### src/hdl/acq_trig_pkg.sv
package acq_trig_pkg;

  // widths
  localparam int ADDR_W   = 8;
  localparam int DATA_W   = 32;
  localparam int CNT_W    = 24;
  localparam int CTRL_W   = 12;
  localparam int SAMPLE_W = 8;
  localparam int DIV_W    = 7;

  // register offsets (byte addresses)
  localparam logic [ADDR_W-1:0] OFS_CTRL     = 8'h00;
  localparam logic [ADDR_W-1:0] OFS_THRESH   = 8'h04;
  localparam logic [ADDR_W-1:0] OFS_START    = 8'h08;
  localparam logic [ADDR_W-1:0] OFS_LENGTH   = 8'h0c;
  localparam logic [ADDR_W-1:0] OFS_POSTTRIG = 8'h10;
  localparam logic [ADDR_W-1:0] OFS_FINEDLY  = 8'h14;
  localparam logic [ADDR_W-1:0] OFS_SWTRIG   = 8'h18;
  localparam logic [ADDR_W-1:0] OFS_STATUS   = 8'h1c;
  localparam logic [ADDR_W-1:0] OFS_CAPTURE  = 8'h20;

  // status bit positions
  localparam int STAT_BUSY = 0;
  localparam int STAT_TRIG = 1;
  localparam int STAT_WRAP = 2;

  // counter constants
  localparam logic [CNT_W-1:0] START_ALIGN_MASK = 24'hfffffc;
  localparam logic [CNT_W-1:0] PAIR_STEP        = 24'h000002;
  localparam logic [CNT_W-1:0] CNT_ONE          = 24'h000001;
  localparam logic [7:0]       FD_ONE           = 8'h01;
  localparam int               FD_SHIFT_MSB     = 15;
  localparam int               FD_SHIFT_LSB     = 8;

  // trigger source kinds and analog sources
  typedef enum logic [1:0] {KIND_SOFT, KIND_ANALOG, KIND_DIGITAL} trig_kind_t;
  typedef enum logic [1:0] {SRC_CHAN_A, SRC_CHAN_B, SRC_TRIG_IN} ana_src_t;

  // control word, bit 0 is aboutMode
  typedef struct packed {
    logic [2:0] divSel;
    logic       extPacer;
    logic       fineDelayMode;
    ana_src_t   anaSrc;
    logic       levelMode;
    logic       negPol;
    trig_kind_t kind;
    logic       aboutMode;
  } ctrl_t;

  localparam ctrl_t CTRL_RESET = '0;

  // register port request
  typedef struct packed {
    logic [ADDR_W-1:0] addr;
    logic [DATA_W-1:0] wdata;
    logic              wr;
    logic              rd;
  } reg_req_t;

  // buffer memory write, one sample pair per write
  typedef struct packed {
    logic                  we;
    logic [CNT_W-1:0]      addr;
    logic [2*SAMPLE_W-1:0] data;
  } mem_wr_t;

  typedef enum logic [2:0] {ST_IDLE, ST_ARMED, ST_DELAY, ST_RUN, ST_PRE, ST_POST} acq_state_t;

  // whole state of the control core
  typedef struct packed {
    acq_state_t            st;
    ctrl_t                 ctrl;
    logic [7:0]            thresh;
    logic [7:0]            fineDelay;
    logic [CNT_W-1:0]      startCnt;
    logic [CNT_W-1:0]      lenCnt;
    logic [CNT_W-1:0]      postCnt;
    logic [CNT_W-1:0]      capture;
    logic [7:0]            fdCnt;
    logic                  fdPend;
    logic                  fdRun;
    logic                  fdFire;
    logic                  armFirst;
    logic                  wrapSeen;
    logic                  trigSeen;
    logic                  pendTrig;
    logic                  prevAbove;
    logic                  prevPin;
    logic                  prevExt;
    logic                  half;
    logic [SAMPLE_W-1:0]   firstSample;
    logic                  trigLine;
    logic                  pinOut;
    logic                  pinOeN;
    logic                  doneEv;
    mem_wr_t               mem;
    logic [DATA_W-1:0]     rdata;
  } core_state_t;

  localparam core_state_t CORE_RESET = '0;

endpackage : acq_trig_pkg

### src/hdl/trigger_sync.sv
`timescale 1ns/1ps
module trigger_sync (
  // clock and reset
  input  wire logic core_clk,
  input  wire logic rst,
  // asynchronous level in, clean level out
  input  wire logic asyncIn,
  output logic      syncOut
);

  logic stage1;

  // two flops, first one feeds only the second
  always_ff @(posedge core_clk) begin
    if (rst) begin
      stage1  <= 1'b0;
      syncOut <= 1'b0;
    end else begin
      stage1  <= asyncIn;
      syncOut <= stage1;
    end
  end

endmodule : trigger_sync

### src/hdl/pacer_divider.sv
`timescale 1ns/1ps
module pacer_divider (
  // clock and reset
  input  wire logic       core_clk,
  input  wire logic       rst,
  // divide select 2**divSel, restart realigns the phase
  input  wire logic [2:0] divSel,
  input  wire logic       restart,
  // one-cycle pacer pulse
  output logic            tick
);

  logic [acq_trig_pkg::DIV_W-1:0] cnt;
  logic [7:0]                     span;
  logic [acq_trig_pkg::DIV_W-1:0] mask;

  // low bits all ones mark the last cycle of a period
  assign span = 8'h01 << divSel;
  assign mask = acq_trig_pkg::DIV_W'(span - 8'h01);
  assign tick = ((cnt & mask) == mask);

  // free count, cleared on restart
  always_ff @(posedge core_clk) begin
    if (rst) begin
      cnt <= '0;
    end else if (restart) begin
      cnt <= '0;
    end else begin
      cnt <= cnt + 7'h01;
    end
  end

endmodule : pacer_divider

### src/hdl/acquisition_trigger_control.sv
`timescale 1ns/1ps
// Function
// - positive-edge analog mode: trigger on crossing from below to above threshold
// - negative-edge analog mode: trigger on crossing from above to below threshold
// - positive-level mode: trigger at once if above threshold when acceptance opens
// - negative-level mode: trigger at once if below threshold when acceptance opens
// - analog source is channel A, channel B or trigger input; 8-bit threshold
// - trigger input threshold code spans 256 steps from -16 V to +15.875 V
// - analog trigger drives the pin: edge of polarity, inactive at acquisition end
// - digital mode takes the pin as input, trigger on programmed edge polarity
// - post mode: accepted trigger starts the post-trigger delay count
// - delay done releases start and length counters; start gives write addresses
// - length and post-trigger counters in sample pairs, start steps by two per pair; start loads with two low bits zero
// - writing the post-trigger counter arms; host writes it last
// - post mode writes one extra pair; start left addressing it
// - about mode samples into memory immediately on arming
// - about mode start counter increments throughout and wraps max to zero
// - about mode ignores triggers before the first start counter wrap
// - about trigger captures start counter and starts the length count
// - about mode ignores post-trigger value but still arms on its write
// - about-mode and fine-delay triggers are synchronised to the pacer before control logic uses them
// - post mode syncs trigger on undivided clock, then restarts the divider
// - fine-delay mode accepts only software triggers
// - fine-delay trigger is pacer-synchronous, delayed by fraction, driven on pin
// - internal pacer divides by 1, 2, 4 up to 128
// - length counter counts down; acquisition ends at zero
// - end of acquisition gives a pulse for the host interrupt
module acquisition_trigger_control (
  // clock and reset
  input  wire logic                     core_clk,
  input  wire logic                     rst,
  // register port
  input  wire acq_trig_pkg::reg_req_t   busReq,
  output logic [31:0]                   busRdata,
  // sample stream and comparator codes
  input  wire logic [7:0]               sampleA,
  input  wire logic [7:0]               sampleB,
  input  wire logic [7:0]               trigInCode,
  input  wire logic                     extPacer,
  // trigger pin
  input  wire logic                     trigPinIn,
  output logic                          trigPinOut,
  output logic                          trigPinOeN,
  // buffer memory
  output acq_trig_pkg::mem_wr_t         memWr,
  // status
  output logic                          busy,
  output logic                          acqDone
);

  acq_trig_pkg::core_state_t cur;
  acq_trig_pkg::core_state_t next_cur;

  logic        pinSync;
  logic        divTick;
  logic        divRestart;
  logic        pacerTick;
  logic        pairDone;
  logic [7:0]  anaCode;
  logic        above;
  logic        below;
  logic        anaEdge;
  logic        anaLevel;
  logic        digEdge;
  logic        swTrig;
  logic        kindTrig;
  logic        trigEv;
  logic        idle;
  logic        sampling;
  logic [15:0] fdSpan;
  logic [23:0] startInc;

  // pin synchroniser, pin is asynchronous to the pacer
  trigger_sync u_sync (
    .core_clk (core_clk),
    .rst      (rst),
    .asyncIn  (trigPinIn),
    .syncOut  (pinSync)
  );

  // internal pacer divider
  pacer_divider u_div (
    .core_clk (core_clk),
    .rst      (rst),
    .divSel   (cur.ctrl.divSel),
    .restart  (divRestart),
    .tick     (divTick)
  );

  // post-mode trigger taken on the undivided clock, divider realigned
  assign divRestart = (cur.st == acq_trig_pkg::ST_ARMED) && trigEv;

  // pacer: divided internal clock or rising edge of the external one
  assign pacerTick = (cur.ctrl.extPacer && !cur.ctrl.fineDelayMode) ?
                     (extPacer && !cur.prevExt) : divTick;
  assign pairDone  = pacerTick && cur.half;
  assign idle      = (cur.st == acq_trig_pkg::ST_IDLE);
  assign sampling  = (cur.st == acq_trig_pkg::ST_RUN) || (cur.st == acq_trig_pkg::ST_PRE)
                  || (cur.st == acq_trig_pkg::ST_POST);
  assign startInc  = cur.startCnt + acq_trig_pkg::PAIR_STEP;

  // analog source select; trigger input code 0 is -16 V, step 0.125 V
  always_comb begin
    unique case (cur.ctrl.anaSrc)
      acq_trig_pkg::SRC_CHAN_A:  anaCode = sampleA;
      acq_trig_pkg::SRC_CHAN_B:  anaCode = sampleB;
      acq_trig_pkg::SRC_TRIG_IN: anaCode = trigInCode;
      default:                   anaCode = trigInCode;
    endcase
  end

  // threshold comparison and analog trigger conditions
  assign above    = (anaCode > cur.thresh);
  assign below    = !above;
  assign anaEdge  = cur.ctrl.negPol ? (below && cur.prevAbove)
                                    : (above && !cur.prevAbove);
  assign anaLevel = cur.ctrl.levelMode && cur.armFirst &&
                    (cur.ctrl.negPol ? below : above);

  // digital edge on the synchronised pin
  assign digEdge  = cur.ctrl.negPol ? (!pinSync && cur.prevPin)
                                    : (pinSync && !cur.prevPin);

  assign swTrig   = busReq.wr && (busReq.addr == acq_trig_pkg::OFS_SWTRIG);

  // pick the trigger of the programmed kind
  always_comb begin
    unique case (cur.ctrl.kind)
      acq_trig_pkg::KIND_SOFT:    kindTrig = swTrig;
      acq_trig_pkg::KIND_ANALOG:  kindTrig = anaEdge || anaLevel;
      acq_trig_pkg::KIND_DIGITAL: kindTrig = digEdge;
      default:                    kindTrig = 1'b0;
    endcase
  end

  // fine-delay mode listens to its delayed software trigger only
  assign trigEv = cur.ctrl.fineDelayMode ? cur.fdFire : kindTrig;

  // fraction of the pacer period: fineDelay/256 of 2**divSel cycles
  assign fdSpan = {8'h00, cur.fineDelay} << cur.ctrl.divSel;

  // next-state logic
  always_comb begin
    next_cur           = cur;
    next_cur.mem.we    = 1'b0;
    next_cur.doneEv    = 1'b0;
    next_cur.armFirst  = 1'b0;
    next_cur.fdFire    = 1'b0;
    next_cur.rdata     = '0;
    next_cur.prevAbove = above;
    next_cur.prevPin   = pinSync;
    next_cur.prevExt   = extPacer;

    // register writes; setup only while idle
    if (busReq.wr && idle) begin
      unique case (busReq.addr)
        acq_trig_pkg::OFS_CTRL:
          next_cur.ctrl = acq_trig_pkg::ctrl_t'(busReq.wdata[acq_trig_pkg::CTRL_W-1:0]);
        acq_trig_pkg::OFS_THRESH:  next_cur.thresh    = busReq.wdata[7:0];
        acq_trig_pkg::OFS_FINEDLY: next_cur.fineDelay = busReq.wdata[7:0];
        acq_trig_pkg::OFS_START:
          next_cur.startCnt = busReq.wdata[23:0] & acq_trig_pkg::START_ALIGN_MASK;
        acq_trig_pkg::OFS_LENGTH:  next_cur.lenCnt    = busReq.wdata[23:0];
        acq_trig_pkg::OFS_POSTTRIG: begin
          // this write arms; about mode keeps the value but never uses it
          next_cur.postCnt  = busReq.wdata[23:0];
          next_cur.trigSeen = 1'b0;
          next_cur.wrapSeen = 1'b0;
          next_cur.pendTrig = 1'b0;
          next_cur.half     = 1'b0;
          if (cur.ctrl.aboutMode) begin
            next_cur.st = acq_trig_pkg::ST_PRE;
          end else begin
            next_cur.st       = acq_trig_pkg::ST_ARMED;
            next_cur.armFirst = 1'b1;
          end
        end
        default: ;
      endcase
    end

    // fine-delay: software request waits for a pacer edge, then the delay
    if (cur.ctrl.fineDelayMode && (cur.st == acq_trig_pkg::ST_ARMED) && swTrig) begin
      next_cur.fdPend = 1'b1;
    end
    if (cur.fdPend && divTick) begin
      next_cur.fdPend = 1'b0;
      next_cur.fdRun  = 1'b1;
      next_cur.fdCnt  = fdSpan[acq_trig_pkg::FD_SHIFT_MSB:acq_trig_pkg::FD_SHIFT_LSB];
    end
    if (cur.fdRun) begin
      if (cur.fdCnt == 8'h00) begin
        next_cur.fdRun  = 1'b0;
        next_cur.fdFire = 1'b1;
      end else begin
        next_cur.fdCnt = cur.fdCnt - acq_trig_pkg::FD_ONE;
      end
    end

    // pair assembly: first sample held, second completes the word
    if (pacerTick && (sampling || (cur.st == acq_trig_pkg::ST_DELAY))) begin
      next_cur.half = !cur.half;
      if (!cur.half) begin
        next_cur.firstSample = sampleA;
      end
    end
    if (pairDone && sampling) begin
      next_cur.mem.we   = 1'b1;
      next_cur.mem.addr = cur.startCnt;
      next_cur.mem.data = {sampleA, cur.firstSample};
    end

    // acquisition sequence
    unique case (cur.st)
      acq_trig_pkg::ST_IDLE: ;
      acq_trig_pkg::ST_ARMED: begin
        if (trigEv) begin
          next_cur.st       = acq_trig_pkg::ST_DELAY;
          next_cur.trigLine = 1'b1;
          next_cur.trigSeen = 1'b1;
          next_cur.half     = 1'b0;
        end
      end
      acq_trig_pkg::ST_DELAY: begin
        if (cur.postCnt == '0) begin
          next_cur.st   = acq_trig_pkg::ST_RUN;
          next_cur.half = 1'b0;
        end else if (pairDone) begin
          next_cur.postCnt = cur.postCnt - acq_trig_pkg::CNT_ONE;
        end
      end
      acq_trig_pkg::ST_RUN: begin
        if (pairDone) begin
          if (cur.lenCnt == '0) begin
            // extra pair written, start left pointing at it
            next_cur.st       = acq_trig_pkg::ST_IDLE;
            next_cur.trigLine = 1'b0;
            next_cur.doneEv   = 1'b1;
          end else begin
            next_cur.lenCnt   = cur.lenCnt - acq_trig_pkg::CNT_ONE;
            next_cur.startCnt = startInc;
          end
        end
      end
      acq_trig_pkg::ST_PRE: begin
        if (pairDone) begin
          next_cur.startCnt = startInc;
          if (startInc == '0) begin
            next_cur.wrapSeen = 1'b1;
            next_cur.armFirst = 1'b1;
          end
        end
        if (cur.wrapSeen && trigEv) begin
          next_cur.pendTrig = 1'b1;
        end
        // accepted on the pacer edge
        if (pacerTick && cur.wrapSeen && (cur.pendTrig || trigEv)) begin
          next_cur.st       = acq_trig_pkg::ST_POST;
          next_cur.capture  = cur.startCnt;
          next_cur.pendTrig = 1'b0;
          next_cur.trigSeen = 1'b1;
          next_cur.trigLine = 1'b1;
        end
      end
      acq_trig_pkg::ST_POST: begin
        if (pairDone) begin
          next_cur.startCnt = startInc;
          if (cur.lenCnt == '0) begin
            next_cur.st       = acq_trig_pkg::ST_IDLE;
            next_cur.trigLine = 1'b0;
            next_cur.doneEv   = 1'b1;
          end else begin
            next_cur.lenCnt = cur.lenCnt - acq_trig_pkg::CNT_ONE;
          end
        end
      end
    endcase

    // pin: driven except in digital mode without fine delay, active level set by polarity
    next_cur.pinOut = next_cur.trigLine ^ next_cur.ctrl.negPol;
    next_cur.pinOeN = (next_cur.ctrl.kind == acq_trig_pkg::KIND_DIGITAL) &&
                      !next_cur.ctrl.fineDelayMode;

    // register reads, data in the following cycle only
    if (busReq.rd) begin
      unique case (busReq.addr)
        acq_trig_pkg::OFS_CTRL:     next_cur.rdata = 32'(cur.ctrl);
        acq_trig_pkg::OFS_THRESH:   next_cur.rdata = 32'(cur.thresh);
        acq_trig_pkg::OFS_FINEDLY:  next_cur.rdata = 32'(cur.fineDelay);
        acq_trig_pkg::OFS_START:    next_cur.rdata = 32'(cur.startCnt);
        acq_trig_pkg::OFS_LENGTH:   next_cur.rdata = 32'(cur.lenCnt);
        acq_trig_pkg::OFS_POSTTRIG: next_cur.rdata = 32'(cur.postCnt);
        acq_trig_pkg::OFS_CAPTURE:  next_cur.rdata = 32'(cur.capture);
        acq_trig_pkg::OFS_STATUS: begin
          next_cur.rdata[acq_trig_pkg::STAT_BUSY] = !idle;
          next_cur.rdata[acq_trig_pkg::STAT_TRIG] = cur.trigSeen;
          next_cur.rdata[acq_trig_pkg::STAT_WRAP] = cur.wrapSeen;
        end
        default: next_cur.rdata = '0;
      endcase
    end
  end

  // state register
  always_ff @(posedge core_clk) begin
    if (rst) begin
      cur <= acq_trig_pkg::CORE_RESET;
    end else begin
      cur <= next_cur;
    end
  end

  // outputs
  assign busRdata   = cur.rdata;
  assign memWr      = cur.mem;
  assign trigPinOut = cur.pinOut;
  assign trigPinOeN = cur.pinOeN;
  assign busy       = !idle;
  assign acqDone    = cur.doneEv;

endmodule : acquisition_trigger_control

### config.mk
export PLATFORM = sky130hd
export DESIGN_NAME = acquisition_trigger_control
export DESIGN_NICKNAME = d
export VERILOG_FILES = /design/src/hdl/acq_trig_pkg.sv /design/src/hdl/trigger_sync.sv /design/src/hdl/pacer_divider.sv /design/src/hdl/acquisition_trigger_control.sv
export SDC_FILE = /design/constraint.sdc
export NUM_CORES = 1
export LEC_CHECK = 0
export ABC_CLOCK_PERIOD_IN_PS = 3600
export BUFFER_PORTS_ARGS = -buffer_cell sky130_fd_sc_hd__buf_4
export CORE_MARGIN = 8
export CORE_UTILIZATION = 41
export CTS_CLUSTER_SIZE = 40
export DETAILED_ROUTE_END_ITERATION = 10
export SLEW_MARGIN = 20
export SYNTH_ARGS = -nofsm -noshare
export SYNTH_HDL_FRONTEND = slang
export SYNTH_HIERARCHICAL = 1
export SYNTH_SLANG_ARGS = --single-unit
### constraint.sdc
create_clock -name core_clk -period 3.6 [get_ports core_clk]
set_input_delay 0.54 -clock core_clk [delete_from_list [all_inputs] [get_ports core_clk]]
set_output_delay 0.54 -clock core_clk [all_outputs]
set_load 0.05 [all_outputs]
**Word level (Yosys, flattened, before mapping)**

Cells that the tools add are included.

- Word-level logic and storage cells: 192
- Flip-flop bits (word level): 240
- Input port bits: 70
- Output and inout bits: 77

- Shift operators: 2
- Reductions and logical operators: 54
- Muxes and demuxes: 65
- $add $sub $neg: 6
- Equality and inequality tests: 18
- $lt $le $gt $ge: 1
- Bitwise gates (word level): 7

Operators with widths:

| operator | count |
|---|---|
| $mux W24 | 8 |
| $pmux W21 S7 | 1 |
| $mux W48 | 3 |
| $mux W103 | 1 |
| $logic_not A24 Y1 | 3 |
| $pmux W24 S3 | 1 |
| $pmux W24 S2 | 1 |
| $sub A24 B1 Y24 const B | 2 |
| $mux W41 | 1 |
| $mux W8 | 5 |
| $eq A8 B5 Y1 const B | 4 |
| $add A24 B2 Y24 const B | 1 |
| $pmux W3 S8 | 1 |
| $logic_and A1 B1 Y1 | 21 |
| $mux W3 | 7 |
| $mux W1 | 19 |
| $eq A8 B4 Y1 const B | 2 |
| $logic_not A8 Y1 | 2 |
| $pmux W8 S2 | 1 |
| $shl A8 B3 Y16 | 1 |
| $mux W12 | 1 |
| $mux W2 | 6 |
| $pmux W3 S4 | 1 |
| $mux W10 | 1 |
| 27 further kinds | 59 |

**Depth between registers and ports, before layout**

Gate-level depths: netlist of run 1.

- Depth after elaboration: 14
- Gate-level depth with buffers: 16

**Modules after synthesis**

Netlist of run 1, hierarchy kept.

By module, submodules not included:

| module | area each (um^2) | instances | cells an instance |
|---|---|---|---|
| acquisition_trigger_control | 12120.4 | 1 | 1528 |
| pacer_divider | 435.4 | 1 | 54 |
| trigger_sync | 52.6 | 1 | 4 |

**Least setup slack after synthesis of run 1**

OpenSTA, ideal clock, no wires.

- Path type: register -> register
- Start point: register cur[227] in the netlist's numbering
- End point: register cur[137] in the netlist's numbering
- Buffers on the path: 2
- Period minus slack after synthesis: 3.402 ns
- Path slack: 0.198 ns
- Data arrival time: 3.327 ns
- Stages on the path, launching flop included: 16
- Path through: dfxtp_1 > buf_2 > nor3_1 > inv_1 > ha_1 > and2b_1 > o21ai_0 > o221a_1 > a2111oi_2 > mux2_4 > nand3_4 > or2_1 > buf_4 > or3_1 > or4_1 > a31oi_1

- Word-level cells in the longest chain between the ends: 9

Ends and longest elaborated chain:

| what | line | source |
|---|---|---|
| start, declared | acquisition_trigger_control.sv:51 | `acq_trig_pkg::core_state_t cur;` |
| start signal, assigned | acquisition_trigger_control.sv:307 | `cur <= acq_trig_pkg::CORE_RESET;` |
| start signal, assigned | acquisition_trigger_control.sv:309 | `cur <= next_cur;` |
| $shl A1 B3 Y7 (*) | pacer_divider.sv:18 | `assign span = 8'h01 << divSel;` |
| $sub A7 B1 Y7 (*) | pacer_divider.sv:19 | `assign mask = acq_trig_pkg::DIV_W'(span - 8'h01);` |
| $and A7 B7 Y7 | pacer_divider.sv:20 | `assign tick = ((cnt & mask) == mask);` |
| $eq A7 B7 Y1 (*) | pacer_divider.sv:20 |  |
| net divTick | acquisition_trigger_control.sv:55 | `logic divTick;` |
| $mux W1 (*) | acquisition_trigger_control.sv:94 | `assign pacerTick = (cur.ctrl.extPacer && !cur.ctrl.fineDelayMode) ?` |
| $logic_and A1 B1 Y1 (*) | acquisition_trigger_control.sv:96 | `assign pairDone = pacerTick && cur.half;` |
| $mux W24 (*) | acquisition_trigger_control.sv:228 | `end else if (pairDone) begin` |
| $mux W24 (*) | acquisition_trigger_control.sv:225 | `if (cur.postCnt == '0) begin` |
| $mux W24 (*) | acquisition_trigger_control.sv:214 | `unique case (cur.st)` |

The timed path passes the listed nets; every way through them passes the cells marked *.
A chain may end at the register's enable or synchronous reset.

**Worst setup path in the final report of run 1**

- Start point: register cur[226] in the netlist's numbering
- End point: register cur[175] in the netlist's numbering

- Word-level cells in the longest chain between the ends: 8
- Elaborated cells on any way between the ends: 9
- Those cells by class: add/sub (1); eq/ne (1); shift (1); mux (4); bitwise (1); reduce/logical (1)

Ends and longest elaborated chain:

| what | line |
|---|---|
| $shl A1 B3 Y7 (*) | pacer_divider.sv:18 |
| $sub A7 B1 Y7 (*) | pacer_divider.sv:19 |
| $and A7 B7 Y7 | pacer_divider.sv:20 |
| $eq A7 B7 Y1 (*) | pacer_divider.sv:20 |
| net divTick | acquisition_trigger_control.sv:55 |
| $mux W1 (*) | acquisition_trigger_control.sv:94 |
| $logic_and A1 B1 Y1 (*) | acquisition_trigger_control.sv:96 |
| $mux W48 (on tied branches) | acquisition_trigger_control.sv:266, acquisition_trigger_control.sv:233 |
| $pmux W24 S2 (*) | acquisition_trigger_control.sv:214 |

Marked as above.

==> PnR_summary.wiki, run 1 <==
{| class="wikitable"
! Metric !! Value
|-
| Status || finished clean
|-
| Power Total || 0.005778 W
|-
| Max capacitance violation total || 0
|-
| Flip-flop cell with the highest count after synthesis || sky130_fd_sc_hd__dfxtp_1
|-
| Setup slack at placement || 0.1461 ns
|-
| Maximum number of pins on one net before global-route repair || 69
|-
| Maximum clock insertion buffer count || 3
|-
| Total I/O pin count || 147
|-
| Share of cells above drive strength 1 || 18.20%
|-
| Critical path start-end classification || flop to flop
|-
| Proportion of power drawn by the clock network || 50.7%
|-
| Period utilization || 95.40%
|-
| Number of rows created at floorplan || 64
|-
| Hold-fix buffer count after cts || 0
|-
| Initial DRT Pass Iterations || 7
|-
| Kind of path behind the tightest hold check || input pin to flop
|-
| Source-to-sink clock delay at the later pin of the worst-skew pair || 0.54 ns
|-
| Top post-synthesis cells by area || sky130_fd_sc_hd__dfxtp_1 (37%), sky130_fd_sc_hd__nand2_1 (6.3%), sky130_fd_sc_hd__a21oi_1 (6.2%)
|-
| Worst slew slack as a fraction of its limit || 49.98%
|-
| TritonCTS Buffers || 27
|-
| Vias after detailed routing || 11810
|-
| Arrival time of data at the critical path endpoint || 3.82 ns
|-
| Via density || 5.792
|-
| CTS tree || built
|-
| Combinational Power Share || 4.6%
|-
| Internal Power || 0.004441 W
|-
| PnR worst setup slack || 0.1656 ns
|-
| Die Width || 191.4 um
|-
| Fmax || 0.2912 GHz
|-
| Core Area || 0.03043 mm2
|-
| Number of enable-type register cells in the synthesized netlist || 0
|-
| Reg power frac || 44.7%
|-
| Vias in the first global route || 10950
|-
| Fraction of power spent switching nets || 23.13%
|-
| Category of the worst setup path launch point || flop
|-
| Starting Density || 41.44%
|-
| Final number of setup-violating endpoints || 0
|-
| Dpl hpwl || 29970 um
|-
| CTS clock-pin slew for the worst setup and hold paths || 0.06 ns
|-
| Leak Pwr || 5.240 nW
|-
| Cell variety after synth || 87
|-
| Total routing usage reported by global routing || 22.07%
|-
| Area overhead of the layout relative to synthesis || 15.40%
|-
| Top cell type's share of synthesized area || 36.84%
|-
| Clock sinks || 232
|-
| Total power divided by cell area || 397.1 mW/mm2
|-
| Data required time of the worst path || 3.99 ns
|-
| Number of cells produced by synthesis || 1586
|-
| Avg WL per Cell || 20.51 um
|-
| Die area || 0.03662 mm2
|-
| Number of antenna repair diodes || 0
|-
| #FFs+latches synth || 232
|-
| Avg Cell Area, Syn || 7.950 um2
|-
| Initial drt markers || 940
|-
| Number of hold violations in the final report || 0
|-
| GPL Wtd Cong || 0.9190
|-
| Final count of pins violating max slew || 0
|-
| RSZ-0062 raised after global routing || no
|-
| Worst Path Max Fanout || 10
|-
| Peak ir drop on the vdd network || 0.3513 mV
|-
| Fillers || 2984
|-
| CTS root buf || sky130_fd_sc_hd__clkbuf_16
|-
| Total negative setup slack || 0 ns
|-
| Period minus WS final || 3.434 ns
|-
| GRT Residual Overflow || 0
|-
| Worst-Margin Slew || 0.7503 ns
|-
| Finished Core Util || 47.82%
|-
| Cell type contributing the most total cell area after synthesis || sky130_fd_sc_hd__dfxtp_1
|-
| Number of DRC violations after detailed routing || 0
|-
| Worst Hold Margin || 0.2177 ns
|-
| CP Capture Type || flop
|-
| Setup clock skew after layout || 0.008426 ns
|-
| Global-route wire length before repair || 64210 um
|-
| Post-synthesis instance area || 0.01261 mm2
|-
| Drt total wl || 41830 um
|-
| Die extent in y || 191.4 um
|-
| Yosys warns || 6
|-
| Number of buffer cells added on primary ports || 130
|-
| Antenna violation net count after detailed routing || 0
|-
| Post-synthesis sequential area ratio || 36.84%
|-
| CTS H-tree depth || 1
|-
| Initial antenna violation count || 0
|-
| Async set or reset register ratio after synthesis || 0%
|-
| Nets@finish || 1708
|-
| Total net switching power || 0.001336 W
|}
-- layout by cell type (no fill, tap or decap), types with 6 or more instances in the layout --
master,count
sky130_fd_sc_hd__dfxtp_1,232
sky130_fd_sc_hd__nand2_1,210
sky130_fd_sc_hd__buf_4,184
sky130_fd_sc_hd__nor2_1,161
sky130_fd_sc_hd__a21oi_1,157
sky130_fd_sc_hd__mux2i_1,66
sky130_fd_sc_hd__o21ai_0,48
sky130_fd_sc_hd__nand3_1,37
sky130_fd_sc_hd__inv_1,34
sky130_fd_sc_hd__a22oi_1,33
sky130_fd_sc_hd__o21ai_1,31
sky130_fd_sc_hd__nor3_1,29
sky130_fd_sc_hd__clkbuf_16,27
sky130_fd_sc_hd__a31oi_1,24
sky130_fd_sc_hd__mux2_2,23
sky130_fd_sc_hd__or3_1,20
sky130_fd_sc_hd__nor2b_1,17
sky130_fd_sc_hd__nor4_1,17
sky130_fd_sc_hd__a211oi_1,15
sky130_fd_sc_hd__and3_1,14
sky130_fd_sc_hd__ha_1,14
sky130_fd_sc_hd__o211ai_1,12
sky130_fd_sc_hd__a311oi_1,10
sky130_fd_sc_hd__and2_1,9
sky130_fd_sc_hd__o22ai_1,9
sky130_fd_sc_hd__nor3_2,9
sky130_fd_sc_hd__a32oi_1,9
sky130_fd_sc_hd__a221oi_1,9
sky130_fd_sc_hd__or4_1,8
sky130_fd_sc_hd__xnor2_1,8
sky130_fd_sc_hd__conb_1,8
sky130_fd_sc_hd__a21o_1,7
sky130_fd_sc_hd__o311ai_0,7
sky130_fd_sc_hd__a211o_1,6
sky130_fd_sc_hd__o21a_1,6
sky130_fd_sc_hd__nand2b_1,6
sky130_fd_sc_hd__nor3b_1,6
sky130_fd_sc_hd__clkinvlp_4,6
sky130_fd_sc_hd__clkbuf_8,6
-- critical path, cell delays in order, from the launching register on --
cell and delay (ns):
sky130_fd_sc_hd__dfxtp_1 0.38, sky130_fd_sc_hd__buf_6 0.14, sky130_fd_sc_hd__nor2_1 0.05, sky130_fd_sc_hd__nand2_1 0.11, sky130_fd_sc_hd__ha_4 0.17, sky130_fd_sc_hd__and2b_1 0.14
sky130_fd_sc_hd__a21oi_1 0.07, sky130_fd_sc_hd__o221a_1 0.27, sky130_fd_sc_hd__a2111oi_4 0.32, sky130_fd_sc_hd__buf_4 0.20, sky130_fd_sc_hd__mux2_4 0.21, sky130_fd_sc_hd__buf_4 0.15
sky130_fd_sc_hd__nand4_1 0.13, sky130_fd_sc_hd__nor2_1 0.25, sky130_fd_sc_hd__buf_4 0.23, sky130_fd_sc_hd__nand2_1 0.10, sky130_fd_sc_hd__o311ai_1 0.25, sky130_fd_sc_hd__a21oi_1 0.11
-- synthesized netlist by cell type (7+ instances only) --
master,count
sky130_fd_sc_hd__xnor2_1,8
sky130_fd_sc_hd__or4_1,8
sky130_fd_sc_hd__a22oi_1,33
sky130_fd_sc_hd__dfxtp_1,232
sky130_fd_sc_hd__ha_1,15
sky130_fd_sc_hd__a311oi_1,10
sky130_fd_sc_hd__o211ai_1,12
sky130_fd_sc_hd__or3_1,20
sky130_fd_sc_hd__and2_1,9
sky130_fd_sc_hd__clkbuf_1,86
sky130_fd_sc_hd__a32oi_1,9
sky130_fd_sc_hd__mux2i_1,66
sky130_fd_sc_hd__a211oi_1,15
sky130_fd_sc_hd__o22ai_1,9
sky130_fd_sc_hd__nor2b_1,17
sky130_fd_sc_hd__nand3_1,38
sky130_fd_sc_hd__o21ai_0,48
sky130_fd_sc_hd__a31oi_1,24
sky130_fd_sc_hd__nor2_1,161
sky130_fd_sc_hd__buf_2,23
sky130_fd_sc_hd__a221oi_1,9
sky130_fd_sc_hd__nor3_1,31
sky130_fd_sc_hd__nor4_1,17
sky130_fd_sc_hd__mux2_2,23
sky130_fd_sc_hd__inv_1,34
sky130_fd_sc_hd__and3_1,14
sky130_fd_sc_hd__buf_4,75
sky130_fd_sc_hd__nand2_1,210
sky130_fd_sc_hd__nor3_2,7
sky130_fd_sc_hd__o21ai_1,31
sky130_fd_sc_hd__o311ai_0,7
sky130_fd_sc_hd__a21oi_1,157
sky130_fd_sc_hd__a21o_1,7
-- power groups by stage --
stage | combinational (W) | clock, W | sequential (W)
2_1_floorplan | 0.000131 | 0 | 0.00264
3_3_place_gp | 0.000258 | 0 | 0.00264
3_5_place_dp | 0.000260 | 0 | 0.00264
4_1_cts | 0.000261 | 0.00297 | 0.00258
5_1_grt | 0.000280 | 0.00308 | 0.00258
6_report | 0.000266 | 0.00293 | 0.00258
-- sequential cells by signal (all words and copies together), names as in the netlist --
register / count
busRdata: 24
u_sync/stage1: 1
cur: 155
u_sync/syncOut: 1
trigPinOeN: 1
u_div/cnt: 7
memWr: 41
trigPinOut: 1
acqDone: 1
-- cells by family after synthesis --
group                      count (synthesis)  share of synthesized area [%]
AOI/OAI and AO/OA                        424                          21.17
xor gates and xnor gates                  11                         0.7642
adders and majority gates                 15                          1.489
buffers and inverters                    222                          9.338
DFF                                      232                          36.84
muxes                                     91                          7.591
other                                      1                        0.02974
and+or+nand+nor                          590                          22.78
-- cell type report --
type,instances,area (um2),share of cell area (%)
inverters,34,127.6,0.8771
repair buffers,189,1459,10.03
clock inverters,16,198.9,1.367
clock buffers,33,758.2,5.211
multi-input cells,1139,6867,47.19
flip-flops and latches,232,4644,31.92
well taps,396,495.5,3.405
-- routing by layer --
layer | vias up | wire length (um) | track usage (%)
met5 | - | 0 | 0
met4 | 0 | 1136 | 7.046
met2 | 464 | 18790 | 34.17
li1 | 5676 | - | -
met1 | 5609 | 18590 | 31.05
met3 | 60 | 3307 | 3.302
-- metrics by stage --
stage / instance area (um2) / std cells
after CTS: 14520 / 2039
final: 14550 / 2039
after floorplan: 12630 / 1593
after global routing: 14550 / 2039
after detailed placement: 13560 / 1990
after global placement: 13540 / 1989
-- final timing paths --
path | depth (start not counted) | end | slack [ns] | start
worst max-delay path | 17 | cur[175] | 0.17 | cur[226]
worst min-delay path | 2 | u_sync/stage1 | 0.22 | trigPinIn
worst max register to register | 17 | cur[175] | 0.17 | cur[226]
worst min register to register | 1 | u_sync/syncOut | 0.45 | u_sync/stage1
-- repair_timing --
action / 4_1_cts / 5_1_grt
endpoints found under the setup margin: 0 / 15
resized for setup: 0 / 5
buffers inserted: 0 / 0
(Power assumes the default switching activity.)
==> inputs of run 2 (changes only) <==
Settings changed: CORE_ASPECT_RATIO set to 1.4.
==> PnR_summary.wiki, run 2 (synthesis results as in run 1) <==
{| class="wikitable"
! Metric !! Value
|-
| Status || finished clean
|-
| Total stage count of the critical path || 17
|-
| Total I/O pin count || 147
|-
| Period utilization || 94.54%
|-
| Vias after detailed routing || 11920
|-
| Worst Path Max Fanout || 12
|-
| CP Capture Type || flop
|-
| Dpl hpwl || 30850 um
|-
| Die Width || 164.2 um
|-
| Final number of setup-violating endpoints || 0
|-
| Vias in the first global route || 11430
|-
| Power Total || 0.005899 W
|-
| Worst Reg2Reg Path Length in Cells || 17
|-
| Crit-path leading delay family || compound AO/OA/AOI/OAI gates
|-
| Data required time of the worst path || 4.00 ns
|-
| Starting Density || 41.31%
|-
| PnR worst setup slack || 0.1965 ns
|-
| Cell Chain, Critical Path || buf_6 -> nor2_2 -> nand2_1 -> ha_4 -> and2b_1 -> o21ai_0 -> o221a_1 -> a2111oi_4 -> buf_4 -> mux2_4 -> buf_4 -> nand4_1 -> nor2_1 -> buf_4 -> nand2_1 -> o311ai_1 -> a21oi_1
|-
| Clock sinks || 232
|-
| Nets@finish || 1708
|-
| Drt total wl || 42940 um
|-
| Initial antenna violation count || 0
|-
| Most used cells in the layout excluding fill and tap cells || sky130_fd_sc_hd__dfxtp_1 (230), sky130_fd_sc_hd__nand2_1 (210), sky130_fd_sc_hd__buf_4 (184)
|-
| Area overhead of the layout relative to synthesis || 15.95%
|-
| Share of cells above drive strength 1 || 18.28%
|-
| Setup slack of the most critical reg-to-reg path || 0.20 ns
|-
| Category of the worst setup path launch point || flop
|-
| Internal Power || 0.004626 W
|-
| Maximum number of pins on one net before global-route repair || 121
|-
| CTS tree || built
|-
| Fraction of power spent switching nets || 21.57%
|-
| Maximum single-stage delay on the critical path || 0.39 ns
|-
| Total power divided by cell area || 403.5 mW/mm2
|-
| Core Area || 0.03052 mm2
|-
| Die area || 0.03670 mm2
|-
| GRT Residual Overflow || 0
|-
| CTS H-tree depth || 1
|-
| Crit Reg-Reg Endpoint || cur[175]
|-
| CTS root buf || sky130_fd_sc_hd__clkbuf_16
|-
| Total net switching power || 0.001273 W
|-
| Antenna violation net count after detailed routing || 0
|-
| Source-to-sink clock delay at the later pin of the worst-skew pair || 0.53 ns
|-
| GPL Wtd Cong || 0.9188
|-
| Initial drt markers || 874
|-
| Launching instance or port of the critical path || cur[227]
|-
| Max capacitance violation total || 0
|-
| Avg WL per Cell || 21.14 um
|-
| Kind of path behind the tightest hold check || input pin to flop
|-
| Maximum clock insertion buffer count || 3
|-
| Fmax || 0.2938 GHz
|-
| Number of flip-flops in the largest register || 155
|-
| Reg power frac || 43.7%
|-
| Combinational Power Share || 4.5%
|-
| Final count of pins violating max slew || 0
|-
| Critical path start-end classification || flop to flop
|-
| CTS clock-pin slew for the worst setup and hold paths || 0.06 ns
|-
| Total routing usage reported by global routing || 22.54%
|-
| Global-route wire length before repair || 65030 um
|-
| Launch point of the worst reg-to-reg path || cur[227]
|-
| Die extent in y || 223.5 um
|-
| Peak ir drop on the vdd network || 0.4433 mV
|-
| Arrival time of data at the critical path endpoint || 3.80 ns
|-
| Worst slew slack as a fraction of its limit || 37.63%
|-
| Number of buffer cells added on primary ports || 130
|-
| Setup slack at placement || 0.06613 ns
|-
| Number of rows created at floorplan || 76
|-
| Proportion of power drawn by the clock network || 51.7%
|-
| Cell with the largest stage delay on the worst path || sky130_fd_sc_hd__a2111oi_4
|-
| Period minus WS final || 3.403 ns
|-
| Largest Register || cur
|-
| Via density || 5.867
|-
| TritonCTS Buffers || 25
|-
| Setup clock skew after layout || 0.01565 ns
|-
| Leak Pwr || 5.280 nW
|-
| End of the critical path || cur[175]
|-
| Most common cell after layout, fill and taps aside || sky130_fd_sc_hd__dfxtp_1
|-
| Buffer and inverter count on the worst path || 4
|-
| Worst-Margin Slew || 0.9355 ns
|-
| Number of hold violations in the final report || 0
|-
| Initial DRT Pass Iterations || 5
|-
| Number of antenna repair diodes || 0
|-
| Hold-fix buffer count after cts || 0
|-
| Cell type with the highest occurrence count on the critical path || sky130_fd_sc_hd__buf_4
|-
| Number of DRC violations after detailed routing || 0
|}
==> run 2: cell count changes in the layout (fill, tap and decap cells not counted), moves of 3 or more <==
cell,delta
sky130_fd_sc_hd__clkbuf_1,+4
sky130_fd_sc_hd__bufinv_16,+4
sky130_fd_sc_hd__clkinvlp_4,-6
sky130_fd_sc_hd__clkinv_2,-3
==> run 2: stage by stage <==
stage	util [%]	instances	cell area [um2]	hold WS, ns	TNS [ns]
floorplan	-	1593	12630	0.4138	0
global placement	44.50	1986	13580	0.4261	0
detailed placement	44.50	1986	13580	0.4430	0
CTS	47.69	2031	14560	0.2385	0
global route	47.89	2031	14620	0.2453	-0.006534
finish	47.89	2031	14620	0.2535	0
==> run 2: final cells by class <==
| type | count | area (um2) |
|---|---|---|
| Inverter | 34 | 127.6 |
| Clock buffer | 35 | 723.2 |
| Sequential cell | 232 | 4647 |
| Fill cell | 3000 | 15910 |
| Timing Repair Buffer | 191 | 1495 |
| Tap cell | 390 | 488.0 |
| Multi-Input combinational cell | 1139 | 6888 |
| Clock inverter | 10 | 250.2 |
==> run 2: power by group through the flow <==
stage          sequential [W]  combinational, W  clock, W
5_1_grt               0.00258          0.000280   0.00320
6_report              0.00258          0.000267   0.00305
3_3_place_gp          0.00264          0.000259         0
2_1_floorplan         0.00264          0.000131         0
4_1_cts               0.00258          0.000262   0.00310
3_5_place_dp          0.00264          0.000261         0
==> run 2: what timing repair did <==
item                       CTS  global route
gates resized for setup      0            13
setup buffers                0             0
setup endpoints to repair    0            75
==> run 2: metal layers <==
metal	part of all wire, %	track usage (%)	up-vias
met3	6.3	3.284	148
met2	48	38.71	481
met1	39	25.70	5618
met5	0	0	-
li1	-	-	5669
met4	6.9	13.97	0
==> run 2: worst min-delay path by stage <==
stage               slack (ns)              to           from  depth (start not counted)
global placement          0.43  u_sync/syncOut  u_sync/stage1                          1
detailed placement        0.44    busRdata[19]       cur[123]                          2
global route              0.25         cur[86]       extPacer                          2
CTS                       0.24         cur[86]       extPacer                          2
floorplan                 0.41  u_sync/syncOut  u_sync/stage1                          1
finish                    0.25         cur[86]       extPacer                          2
